## config.mk

```make
export PLATFORM = sky130hd
export DESIGN_NAME = usdc_string_config
export DESIGN_NICKNAME = d
export VERILOG_FILES = /design/src/core/usdc_desc_lookup.v /design/src/core/usdc_guard_reg.v /design/src/core/usdc_string_config.v
export VERILOG_INCLUDE_DIRS = /design/src /design/src/core
export SDC_FILE = /design/constraint.sdc
export NUM_CORES = 1
export LEC_CHECK = 0
export BUFFER_PORTS_ARGS = -buffer_cell sky130_fd_sc_hd__buf_2
export CORE_MARGIN = 1
export CORE_UTILIZATION = 53
export CTS_CLUSTER_DIAMETER = 50
export DETAILED_ROUTE_END_ITERATION = 8
export PLACE_DENSITY = 0.86
export RECOVER_POWER = 25
export SETUP_SLACK_MARGIN = 0.5
export SLEW_MARGIN = 10
export SYNTH_ARGS = -nofsm -noshare
export SYNTH_HDL_FRONTEND = slang
export SYNTH_SLANG_ARGS = --single-unit
```

## constraint.sdc

```tcl
create_clock -name clk -period 4.55 [get_ports clk]
set_clock_uncertainty 0.1 [all_clocks]
set_input_delay 0.455 -clock clk [delete_from_list [all_inputs] [get_ports clk]]
set_output_delay 0.455 -clock clk [all_outputs]
set_load 0.03 [all_outputs]
```

## src/core/usdc_map.vh

```
// Offsets, field layouts, reset values and limits of the string descriptor
// configuration registers. Definitions only; included by its bare name.
`ifndef USDC_MAP_VH
`define USDC_MAP_VH

// ============================================================
// Register offsets (byte addresses on the configuration port)
`define USDC_OFS_LANG_LOW     8'h20
`define USDC_OFS_LANG_HIGH    8'h21
`define USDC_OFS_SERIAL_LEN   8'h22
`define USDC_OFS_MAKER_LEN    8'h23
`define USDC_OFS_PRODUCT_LEN  8'h24

// ============================================================
// Reset values
`define USDC_RST_LANG_LOW     8'h09
`define USDC_RST_LANG_HIGH    8'h04
`define USDC_RST_SERIAL_LEN   8'h18
`define USDC_RST_MAKER_LEN    8'h00
`define USDC_RST_PRODUCT_LEN  8'h00

// ============================================================
// Writable bits of each register
`define USDC_MASK_LANG        8'hff
`define USDC_MASK_SERIAL_LEN  8'h3f
`define USDC_MASK_TEXT_LEN    8'h7f

// ============================================================
// Descriptor indices and length limits
`define USDC_IDX_LANG         8'h00
`define USDC_IDX_SERIAL       8'h01
`define USDC_IDX_MAKER        8'h03
`define USDC_IDX_PRODUCT      8'h03
`define USDC_MAX_SERIAL       7'h20
`define USDC_MAX_TEXT         7'h40
`define USDC_LANG_TABLE_LEN   7'h02

// ============================================================
// Descriptor data source codes
`define USDC_SRC_NONE         2'h0
`define USDC_SRC_SERIAL       2'h1
`define USDC_SRC_MAKER        2'h2
`define USDC_SRC_PRODUCT      2'h3

`endif

```

## src/core/usdc_desc_lookup.v

```verilog
// Combinational lookup of which string a descriptor index returns, and its length.
// Assumes lengths arrive straight from the configuration registers.
`timescale 1ns/1ps
`default_nettype none
`include "usdc_map.vh"

module usdc_desc_lookup
#(
    parameter [7:0] SERIAL_INDEX  = `USDC_IDX_SERIAL,
    parameter [7:0] MAKER_INDEX   = `USDC_IDX_MAKER,
    parameter [7:0] PRODUCT_INDEX = `USDC_IDX_PRODUCT,
    parameter [6:0] SERIAL_MAX    = `USDC_MAX_SERIAL,
    parameter [6:0] TEXT_MAX      = `USDC_MAX_TEXT
)
(
    // Query
    input  wire [7:0]  index,
    // Configuration
    input  wire [7:0]  languageLow,
    input  wire [7:0]  languageHigh,
    input  wire [5:0]  serialLength,
    input  wire [6:0]  makerLength,
    input  wire [6:0]  productLength,
    // Result
    output reg         found,
    output reg  [6:0]  length,
    output reg  [1:0]  source,
    output wire [15:0] langId
);

    // Lengths above the supported maximum are cut to it
    function [6:0] clampLen;
        input [6:0] value;
        input [6:0] limit;
        begin
            clampLen = (value > limit) ? limit : value;
        end
    endfunction

    assign langId = {languageHigh, languageLow};

    always @*
    begin
        found  = 1'b0;
        length = 7'h00;
        source = `USDC_SRC_NONE;
        if (index == `USDC_IDX_LANG)
        begin
            // Table holds a single language code
            found  = 1'b1;
            length = `USDC_LANG_TABLE_LEN;
        end
        else if (index == SERIAL_INDEX && serialLength != 6'h00)
        begin
            found  = 1'b1;
            length = clampLen({1'b0, serialLength}, SERIAL_MAX);
            source = `USDC_SRC_SERIAL;
        end
        else if (index == MAKER_INDEX && makerLength != 7'h00)
        begin
            found  = 1'b1;
            length = clampLen(makerLength, TEXT_MAX);
            source = `USDC_SRC_MAKER;
        end
        else if (index == PRODUCT_INDEX && productLength != 7'h00)
        begin
            found  = 1'b1;
            length = clampLen(productLength, TEXT_MAX);
            source = `USDC_SRC_PRODUCT;
        end
    end

endmodule // usdc_desc_lookup

`default_nettype wire

```

## src/core/usdc_guard_reg.v

```verilog
// One byte-wide configuration register whose write is gated by an unlock bit.
// Assumes a single synchronous write strobe from the configuration port.
`timescale 1ns/1ps
`default_nettype none

module usdc_guard_reg
#(
    parameter [7:0] RESET_VALUE = 8'h00,
    parameter [7:0] FIELD_MASK  = 8'hff
)
(
    // Clock and reset
    input  wire       clk,
    input  wire       reset_n,
    // Write side
    input  wire       writeEnable,
    input  wire       unlock,
    input  wire [7:0] writeData,
    // Stored value
    output wire [7:0] fieldValue
);

    reg  [7:0] field_r;
    wire [7:0] field_nxt;

    // ============================================================
    // Guarded update
    assign field_nxt = (writeEnable && unlock) ? (writeData & FIELD_MASK) : field_r;

    always @(posedge clk or negedge reset_n)
    begin
        if (!reset_n)
            field_r <= RESET_VALUE & FIELD_MASK;
        else
            field_r <= field_nxt;
    end

    // Reserved bits never stored, so they read as zero
    assign fieldValue = field_r & FIELD_MASK;

endmodule // usdc_guard_reg

`default_nettype wire

```

## src/core/usdc_string_config.v

```verilog
// String descriptor configuration registers of a hub with a descriptor query port.
// Assumes EEPROM loader and SMBus slave are merged onto one byte-wide register port
// upstream, and that the two custom enable bits come from elsewhere in the hub.
//
// Summary of operation
// - Low language byte is code LSB, 09h.
// - High language byte is code MSB, 04h.
// - Exactly one language code, default 0409h.
// - Language and text lengths writable only when unlocked.
// - Serial length in bits 5:0, reset 18h.
// - Serial strings limited to 32 bytes.
// - Serial length writable only when serial unlocked.
// - Nonzero serial length returns string index 1.
// - Maker length bits 6:0, zero means none.
// - Maker and product strings limited to 64.
// - Nonzero maker length returns string index 3.
// - Product length bits 6:0, zero means none.
// - Nonzero product length returns string index 3 while maker length is zero.
// - Reserved length bits read as zero.
`timescale 1ns/1ps
`default_nettype none
`include "usdc_map.vh"

module usdc_string_config
#(
    parameter [7:0] SERIAL_INDEX  = `USDC_IDX_SERIAL,
    parameter [7:0] MAKER_INDEX   = `USDC_IDX_MAKER,
    parameter [7:0] PRODUCT_INDEX = `USDC_IDX_PRODUCT
)
(
    // Clock and reset
    input  wire        clk,
    input  wire        reset_n,

    // Unlock controls
    input  wire        customTextEnable,
    input  wire        customSerialEnable,

    // Register port
    input  wire [7:0]  regAddr,
    input  wire        regWrite,
    input  wire [7:0]  regWriteData,
    input  wire        regRead,
    output wire [7:0]  regReadData,
    output wire        regReadValid,
    output wire        regReadHit,
    output wire        regWriteTaken,
    output wire        regWriteRefused,

    // Descriptor query
    input  wire        descRequest,
    input  wire [7:0]  descIndex,
    output wire        descValid,
    output wire        descFound,
    output wire [6:0]  descLength,
    output wire [1:0]  descSource,
    output wire [15:0] descLangId,

    // Current configuration
    output wire [15:0] languageId,
    output wire [5:0]  serialLength,
    output wire [6:0]  makerLength,
    output wire [6:0]  productLength
);

    // ============================================================
    // Register slots
    localparam [2:0] SLOT_NONE    = 3'h0;
    localparam [2:0] SLOT_LANG_LO = 3'h1;
    localparam [2:0] SLOT_LANG_HI = 3'h2;
    localparam [2:0] SLOT_SERIAL  = 3'h3;
    localparam [2:0] SLOT_MAKER   = 3'h4;
    localparam [2:0] SLOT_PRODUCT = 3'h5;

    function [2:0] regDecode;
        input [7:0] addr;
        begin
            if (addr == `USDC_OFS_LANG_LOW)
                regDecode = SLOT_LANG_LO;
            else if (addr == `USDC_OFS_LANG_HIGH)
                regDecode = SLOT_LANG_HI;
            else if (addr == `USDC_OFS_SERIAL_LEN)
                regDecode = SLOT_SERIAL;
            else if (addr == `USDC_OFS_MAKER_LEN)
                regDecode = SLOT_MAKER;
            else if (addr == `USDC_OFS_PRODUCT_LEN)
                regDecode = SLOT_PRODUCT;
            else
                regDecode = SLOT_NONE;
        end
    endfunction

    // ============================================================
    // Declarations
    wire [2:0]  writeSlot;
    wire [2:0]  readSlot;
    wire        slotUnlocked;
    wire [7:0]  langLowValue;
    wire [7:0]  langHighValue;
    wire [7:0]  serialValue;
    wire [7:0]  makerValue;
    wire [7:0]  productValue;
    wire        lookFound;
    wire [6:0]  lookLength;
    wire [1:0]  lookSource;
    wire [15:0] lookLangId;
    reg  [7:0]  readMux;

    reg  [7:0]  readData_r;
    reg         readValid_r;
    reg         readHit_r;
    reg         writeTaken_r;
    reg         writeRefused_r;
    reg         descValid_r;
    reg         descFound_r;
    reg  [6:0]  descLength_r;
    reg  [1:0]  descSource_r;
    reg  [15:0] descLangId_r;

    assign writeSlot = regDecode(regAddr);
    assign readSlot  = regDecode(regAddr);

    // ============================================================
    // Write gating
    // Serial length follows its own enable; the other four follow the text enable
    assign slotUnlocked = (writeSlot == SLOT_SERIAL) ? customSerialEnable :
                          (writeSlot != SLOT_NONE) ? customTextEnable : 1'b0;

    // ============================================================
    // Storage
    usdc_guard_reg
    #(
        .RESET_VALUE (`USDC_RST_LANG_LOW),
        .FIELD_MASK  (`USDC_MASK_LANG)
    )
    u_lang_low
    (
        .clk         (clk),
        .reset_n     (reset_n),
        .writeEnable (regWrite && writeSlot == SLOT_LANG_LO),
        .unlock      (customTextEnable),
        .writeData   (regWriteData),
        .fieldValue  (langLowValue)
    );

    usdc_guard_reg
    #(
        .RESET_VALUE (`USDC_RST_LANG_HIGH),
        .FIELD_MASK  (`USDC_MASK_LANG)
    )
    u_lang_high
    (
        .clk         (clk),
        .reset_n     (reset_n),
        .writeEnable (regWrite && writeSlot == SLOT_LANG_HI),
        .unlock      (customTextEnable),
        .writeData   (regWriteData),
        .fieldValue  (langHighValue)
    );

    usdc_guard_reg
    #(
        .RESET_VALUE (`USDC_RST_SERIAL_LEN),
        .FIELD_MASK  (`USDC_MASK_SERIAL_LEN)
    )
    u_serial_len
    (
        .clk         (clk),
        .reset_n     (reset_n),
        .writeEnable (regWrite && writeSlot == SLOT_SERIAL),
        .unlock      (customSerialEnable),
        .writeData   (regWriteData),
        .fieldValue  (serialValue)
    );

    usdc_guard_reg
    #(
        .RESET_VALUE (`USDC_RST_MAKER_LEN),
        .FIELD_MASK  (`USDC_MASK_TEXT_LEN)
    )
    u_maker_len
    (
        .clk         (clk),
        .reset_n     (reset_n),
        .writeEnable (regWrite && writeSlot == SLOT_MAKER),
        .unlock      (customTextEnable),
        .writeData   (regWriteData),
        .fieldValue  (makerValue)
    );

    usdc_guard_reg
    #(
        .RESET_VALUE (`USDC_RST_PRODUCT_LEN),
        .FIELD_MASK  (`USDC_MASK_TEXT_LEN)
    )
    u_product_len
    (
        .clk         (clk),
        .reset_n     (reset_n),
        .writeEnable (regWrite && writeSlot == SLOT_PRODUCT),
        .unlock      (customTextEnable),
        .writeData   (regWriteData),
        .fieldValue  (productValue)
    );

    // ============================================================
    // Read path
    always @*
    begin
        readMux = 8'h00;
        if (readSlot == SLOT_LANG_LO)
            readMux = langLowValue;
        else if (readSlot == SLOT_LANG_HI)
            readMux = langHighValue;
        else if (readSlot == SLOT_SERIAL)
            readMux = serialValue & `USDC_MASK_SERIAL_LEN;
        else if (readSlot == SLOT_MAKER)
            readMux = makerValue & `USDC_MASK_TEXT_LEN;
        else if (readSlot == SLOT_PRODUCT)
            readMux = productValue & `USDC_MASK_TEXT_LEN;
    end

    always @(posedge clk or negedge reset_n)
    begin
        if (!reset_n)
        begin
            readData_r  <= 8'h00;
            readValid_r <= 1'b0;
            readHit_r   <= 1'b0;
        end
        else
        begin
            readValid_r <= regRead;
            if (regRead)
            begin
                readData_r <= readMux;
                readHit_r  <= (readSlot != SLOT_NONE);
            end
        end
    end

    // ============================================================
    // Write outcome
    always @(posedge clk or negedge reset_n)
    begin
        if (!reset_n)
        begin
            writeTaken_r   <= 1'b0;
            writeRefused_r <= 1'b0;
        end
        else
        begin
            writeTaken_r   <= regWrite && slotUnlocked;
            writeRefused_r <= regWrite && !slotUnlocked;
        end
    end

    // ============================================================
    // Descriptor query
    usdc_desc_lookup
    #(
        .SERIAL_INDEX  (SERIAL_INDEX),
        .MAKER_INDEX   (MAKER_INDEX),
        .PRODUCT_INDEX (PRODUCT_INDEX),
        .SERIAL_MAX    (`USDC_MAX_SERIAL),
        .TEXT_MAX      (`USDC_MAX_TEXT)
    )
    u_lookup
    (
        .index         (descIndex),
        .languageLow   (langLowValue),
        .languageHigh  (langHighValue),
        .serialLength  (serialValue[5:0]),
        .makerLength   (makerValue[6:0]),
        .productLength (productValue[6:0]),
        .found         (lookFound),
        .length        (lookLength),
        .source        (lookSource),
        .langId        (lookLangId)
    );

    always @(posedge clk or negedge reset_n)
    begin
        if (!reset_n)
        begin
            descValid_r  <= 1'b0;
            descFound_r  <= 1'b0;
            descLength_r <= 7'h00;
            descSource_r <= `USDC_SRC_NONE;
            descLangId_r <= 16'h0000;
        end
        else
        begin
            descValid_r <= descRequest;
            if (descRequest)
            begin
                descFound_r  <= lookFound;
                descLength_r <= lookLength;
                descSource_r <= lookSource;
                descLangId_r <= lookLangId;
            end
        end
    end

    // ============================================================
    // Outputs
    assign regReadData     = readData_r;
    assign regReadValid    = readValid_r;
    assign regReadHit      = readHit_r;
    assign regWriteTaken   = writeTaken_r;
    assign regWriteRefused = writeRefused_r;
    assign descValid       = descValid_r;
    assign descFound       = descFound_r;
    assign descLength      = descLength_r;
    assign descSource      = descSource_r;
    assign descLangId      = descLangId_r;
    assign languageId      = {langHighValue, langLowValue};
    assign serialLength    = serialValue[5:0];
    assign makerLength     = makerValue[6:0];
    assign productLength   = productValue[6:0];

endmodule // usdc_string_config

`default_nettype wire

```

# [Word level (Yosys, flattened, before mapping)]
# Cells that the tools add are included.
# W data, S select, Z words.
[word_totals] ff_bits=75 in_bits=31
[classes] reduce_logical=21 magnitude_cmp=3 n_eq_ne=12 muxes=27
[op_table] operator="$mux W7" count=9
[op_table] operator="$eq A8 B6 Y1 const B" count=5
[op_table] operator="$mux W8" count=2
[op_table] operator="$logic_and A1 B1 Y1" count=15
[op_table] operator="$mux W3" count=5
[op_table] operator="$gt A7 B7 Y1 const B" count=2
[op_table] operator="$reduce_bool A7 Y1" count=2
[op_table] operator="$eq A8 B1 Y1 const B" count=1
[op_table] operator="$eq A8 B2 Y1 const B" count=1
[op_table] operator="$logic_not A8 Y1" count=1
[op_table] operator="$mux W2" count=4
[op_table] operator="$eq A3 B2 Y1 const B" count=2
[op_table] operator="$eq A3 B3 Y1 const B" count=2
[op_table] operator="$gt A6 B6 Y1 const B" count=1
[op_table] operator="$mux W1" count=6
[op_table] operator="$mux W6" count=1
[op_table] operator="$reduce_bool A6 Y1" count=1
[op_table] operator="$eq A3 B1 Y1 const B" count=1
[op_table] operator="$reduce_bool A3 Y1" count=1
[op_table] operator="$logic_not A1 Y1" count=1

# [Depth between registers and ports, before layout]
[depth] word_depth=12 ltp_mapped=6 depth_no_buf=5

# [Hierarchy]
# A second synthesis with hierarchy kept.
[unflattened] cells_unflattened=328 area_unflattened_um2=3932.5
[modules_own_cells] mod="usdc_string_config" cells_each=167 area_each_um2=1978.1 n_inst=1 seq_area_each_um2=975.9
[modules_own_cells] mod="usdc_guard_reg (u_maker_len ...)" cells_each=17 area_each_um2=271.5 n_inst=2 seq_area_each_um2=175.2
[modules_own_cells] mod="usdc_desc_lookup" cells_each=77 area_each_um2=541.8 n_inst=1 seq_area_each_um2=0.0
[modules_own_cells] mod="usdc_guard_reg (u_lang_low)" cells_each=17 area_each_um2=299.0 n_inst=1 seq_area_each_um2=202.7
[modules_own_cells] mod="usdc_guard_reg (u_lang_high)" cells_each=17 area_each_um2=297.8 n_inst=1 seq_area_each_um2=201.4
[modules_own_cells] mod="usdc_guard_reg (u_serial_len)" cells_each=16 area_each_um2=272.8 n_inst=1 seq_area_each_um2=152.6

# [Worst setup path before layout]
# Ideal clock, no wire load.
[synth_timing] path_type="flip-flop to flip-flop" from="reg u_product_len.field_r[1]" to="reg descSource_r[1], in the netlist descSource[1]" setup_time_ps=125 slack_ps=2330 stages_incl_launch_ff=5 n_path_buf=0 arrival_time_ps=1995 path_cell_list="dfrtp_1 -> or4_1 -> or4_1 -> o311a_1 -> mux2_4"
[synth_via] elab_chain_len=6
[synth_lines] item="from (decl)" line="usdc_guard_reg.v:23" source="reg [7:0] field_r;"
[synth_lines] item="from (signal assigned)" line="usdc_guard_reg.v:33" source="field_r <= RESET_VALUE & FIELD_MASK;"
[synth_lines] item="from (signal assigned)" line="usdc_guard_reg.v:35" source="field_r <= field_nxt;"
[synth_lines] item="$reduce_bool A7 Y1" line="usdc_desc_lookup.v:65" source="else if (index == PRODUCT_INDEX && productLength != 7'h00)"
[synth_lines] item="$logic_and A1 B1 Y1" line="usdc_desc_lookup.v:65"
[synth_lines] item="$mux W2" line="usdc_desc_lookup.v:65"
[synth_lines] item="$mux W2" line="usdc_desc_lookup.v:59" source="else if (index == MAKER_INDEX && makerLength != 7'h00)"
[synth_lines] item="$mux W2" line="usdc_desc_lookup.v:53" source="else if (index == SERIAL_INDEX && serialLength != 6'h00)"
[synth_lines] item="$mux W2" line="usdc_desc_lookup.v:47" source="if (index == `USDC_IDX_LANG)"
[synth_lines] item="to (signal assigned)" line="usdc_string_config.v:289" source="descSource_r <= `USDC_SRC_NONE;"
[synth_lines] item="to (signal assigned)" line="usdc_string_config.v:299" source="descSource_r <= lookSource;"
[synth_lines] item="to (decl)" line="usdc_string_config.v:117" source="reg [1:0] descSource_r;"
# No other way between the ends.
# A chain may end at the register's enable or synchronous reset.

==> flow_metrics.py <==
metrics = {
    "run_status": {
        "outcome": "finished, violations left",
        "failing_checks": "max-capacitance violations, max-slew violations",
    },
    "routing": {
        "detail_route.drc_violations": 0,
        "drt-initial-drc-count": 173,
        "totalWireLength_mm": 9.12,
        "route.vias.total": 2963,
        "drt_first_pass_iters": 4,
        "drt-vias-per-instance": 5.96,
        "detail-route-antenna-nets": 0,
        "post_drt_wl_per_cell_um": 18.3,
    },
    "setup_path": {
        "crit_end": "descLength[3]",
        "critical_path.startpoint": "descRequest",
        "rr_startpoint": "u_product_len.field_r[1]",
        "r2r_end": "descFound",
        "worst_ep_required_time_ns": 4.73,
        "critPathCaptureType": "register",
        "r2r_slack_ns": 2.26,
        "criticalPathCategory": "input port to register",
        "cp_max_fo": 29,
        "rr_worst_depth": 5,
        "worst-endpoint-arrival_ns": 2.98,
        "startpoint_type": "input port",
    },
    "logic_synthesis": {
        "synthesis.instances": 318,
        "netlist_area_um2": 3540,
        "syn_avg_cell_area_um2": 11.1,
        "yosys_register_bits": 75,
        "ys_dominant_reg_cell": "sky130_fd_sc_hd__dfrtp_1",
        "share_of_flip_flops_with_an_asynchronous_set_or_reset": 1.00,
        "synth-edff-count": 0,
        "yosys-top-cells-area": "sky130_fd_sc_hd__dfrtp_1, sky130_fd_sc_hd__mux2_2, sky130_fd_sc_hd__a21oi_1, sky130_fd_sc_hd__dfstp_2, sky130_fd_sc_hd__nor2_1",
        "yosys.area.top_type": "sky130_fd_sc_hd__dfrtp_1",
        "syn-num-nets": 349,
        "synthesis.yosys.warnings": 0,
        "top_area_cell_type_share_of_the_netlist_area": 0.495,
        "yosys.cell_types.count": 47,
        "synth-seq-area-share": 0.532,
    },
    "finish": {
        "sequential_cell_area_um2": 1880,
        "area_growth_pct": 22.3,
        "antenna_cells_inserted": 0,
        "final_cell_count_no_fill": 497,
        "multi_input_area_um2": 1560,
        "final_cell_area_um2": 4330,
        "utilization": 0.678,
        "final_layout_size_suffix_gt1_frac": 0.431,
        "layout.nets": 447,
        "fillers": 490,
    },
    "timing": {
        "final_hold_viol_count": 0,
        "totalNegativeSetupSlack_ns": 0,
        "max_freq_mhz": 357,
        "fin_worst_hold_slack_ns": 0.249,
        "rsz0062_at_grt": "no",
        "drv_slew": 76,
        "final.period_utilization": 0.616,
        "clock_period_minus_final_worst_setup_slack_ns": 2.80,
        "worst_slew_pin_slew_ns": 1.83,
        "report.final.setup_viol": 0,
        "slew_headroom": -0.218,
    },
    "placed_design": {
        "port_buffers": 105,
        "dp.final_hpwl_mm": 6.48,
        "dpl_cell_area_um2": 4100,
        "gp_congestion": 0.967,
        "place_inst": 482,
    },
    "power": {
        "p_switching_mw": 0.365,
        "power_switching_share": 0.251,
        "intPower_mw": 1.09,
        "leakage_nw": 2.31,
        "pwr-share-seq": 0.483,
        "ir_worst_vdd_mv": 0.236,
        "part_of_the_power_in_combinational_logic": 0.110,
        "powerDensity_nw_per_um2": 336,
        "power.clock.fraction": 0.407,
    },
    "global_route": {
        "largest_net_degree_at_the_start_of_global_routing": 76,
        "grt.overflow.total": 0,
        "grt_antenna_before_repair": 0,
        "first_global_vias": 2814,
        "grt_pass1_wl_mm": 14.5,
        "grt_overall_usage": 0.269,
    },
    "clock_network": {
        "hold_buffers": 0,
        "tritoncts_num_sinks": 75,
        "post-cts-setup-buffer-count": 0,
        "tritoncts": "built",
        "cts-htree-levels": 3,
        "clockBufferDepth": 2,
        "clk_latency_ns": 0.35,
        "numCtsBuffers": 9,
        "clk_pin_slew_ns": 0.07,
        "root_buffer": "sky130_fd_sc_hd__clkbuf_8",
        "post_cts_resize_count": 0,
    },
    "job": {
        "drv.max_cap_violation_count": 1,
    },
    "floorplanning": {
        "coreArea_um2": 6390,
        "row_count": 29,
        "floorplan.die_area_um2": 7010,
        "initial_utilization": 0.555,
        "fp.dieH_um": 83.8,
        "die_width_um": 83.8,
        "ioPinCount": 106,
    },
    "worst_hold_path": {
        "hold_class": "input port to register",
        "hold_depth": 2,
    },
}
[per-layer routing]
metal	GRT usage	vias to the layer above	wire (um)
met1	0.366	1428	3940
met5	0	-	0
met3	0.0534	26	666
li1	-	1355	-
met2	0.407	154	4160
met4	0.151	0	356
[registers in the layout, summed over array words and instances, names as in the netlist, 2 cells and up]
register,flops
descLangId,16
regReadData,8
u_lang_high.fieldValue,8
u_lang_low.fieldValue,8
descLength,7
u_maker_len.field_r,7
u_product_len.field_r,7
u_serial_len.field_r,6
descSource,2
[cell usage after synthesis, types with 3 or more instances]
cell type,instances
sky130_fd_sc_hd__a21o_1,3
sky130_fd_sc_hd__a21oi_1,32
sky130_fd_sc_hd__a22oi_1,3
sky130_fd_sc_hd__and3_1,4
sky130_fd_sc_hd__clkbuf_1,17
sky130_fd_sc_hd__dfrtp_1,70
sky130_fd_sc_hd__dfstp_2,5
sky130_fd_sc_hd__inv_1,5
sky130_fd_sc_hd__mux2_2,53
sky130_fd_sc_hd__nand2_1,19
sky130_fd_sc_hd__nand2b_1,7
sky130_fd_sc_hd__nand3_1,5
sky130_fd_sc_hd__nor2_1,25
sky130_fd_sc_hd__nor2b_1,9
sky130_fd_sc_hd__nor4_1,3
sky130_fd_sc_hd__o2111ai_1,6
sky130_fd_sc_hd__o21ai_0,11
sky130_fd_sc_hd__o2bb2ai_1,3
sky130_fd_sc_hd__or4_1,3
[power by group through the flow]
| stage | clock network, mW | registers [mW] | logic (mW) |
|---|---|---|---|
| 3_5_place_dp | 0 | 0.714 | 0.159 |
| 4_1_cts | 0.601 | 0.701 | 0.160 |
| 2_1_floorplan | 0 | 0.745 | 0.0612 |
| 6_report | 0.592 | 0.702 | 0.160 |
| 5_1_grt | 0.626 | 0.704 | 0.174 |
| 3_3_place_gp | 0 | 0.713 | 0.157 |
[critical path, stage by stage]
cell and delay [ns]:
sky130_fd_sc_hd__clkbuf_1 1.03, sky130_fd_sc_hd__clkinv_1 0.65, sky130_fd_sc_hd__a211oi_1 0.55, sky130_fd_sc_hd__a21oi_1 0.13
sky130_fd_sc_hd__o2bb2ai_1 0.16
[worst min-delay path by stage]
stage,start,end,slack (ns)
floorplan,reset_n,descFound,0.06
global placement,descLength[6],descLength[6],0.36
detailed placement,descLength[6],descLength[6],0.37
CTS,reset_n,descLength[6],0.17
global route,regWriteData[7],u_lang_high.fieldValue[7],0.25
finish,regWriteData[7],u_lang_high.fieldValue[7],0.25
[layout by cell type (no fill, tap or decap), drive strengths merged, types with 4 or more instances in the layout]
cell type | Yosys | final
nor4 | 4 | 4
nand3 | 5 | 5
mux2 | 54 | 54
buf | 2 | 103
a21oi | 32 | 32
and3 | 4 | 4
dfstp | 5 | 5
nor2b | 9 | 9
o2111ai | 6 | 6
nor2 | 25 | 25
dfrtp | 70 | 70
inv | 5 | 6
nand2 | 19 | 19
o21ai | 11 | 11
clkbuf | 17 | 15
nand2b | 7 | 7
[cell type report]
cell class,count,area share
tap,77,0.0222
timing repair buffer,106,0.123
sequential,75,0.435
multi-input combinational,218,0.361
inverter,6,0.00520
clock inverter,3,0.0159
clock buffer,12,0.0381
[per-stage QoR]
step	setup WS (ns)	power, mW
floorplan	2.33	0.807
global placement	2.12	0.870
detailed placement	2.07	0.873
CTS	2.30	1.46
global route	1.39	1.50
finish	1.75	1.45
[cell families (layout without fill, tap and decap cells)]
group / count (synthesis) / count (layout) / share of synthesized area
and+or+nand+nor: 89 / 89 / 0.134
muxes: 56 / 56 / 0.178
buffers and inverters: 25 / 127 / 0.0268
AOI/OAI and AO/OA: 73 / 73 / 0.129
DFF: 75 / 75 / 0.532
No activity file was read; power rests on OpenSTA's default activity.
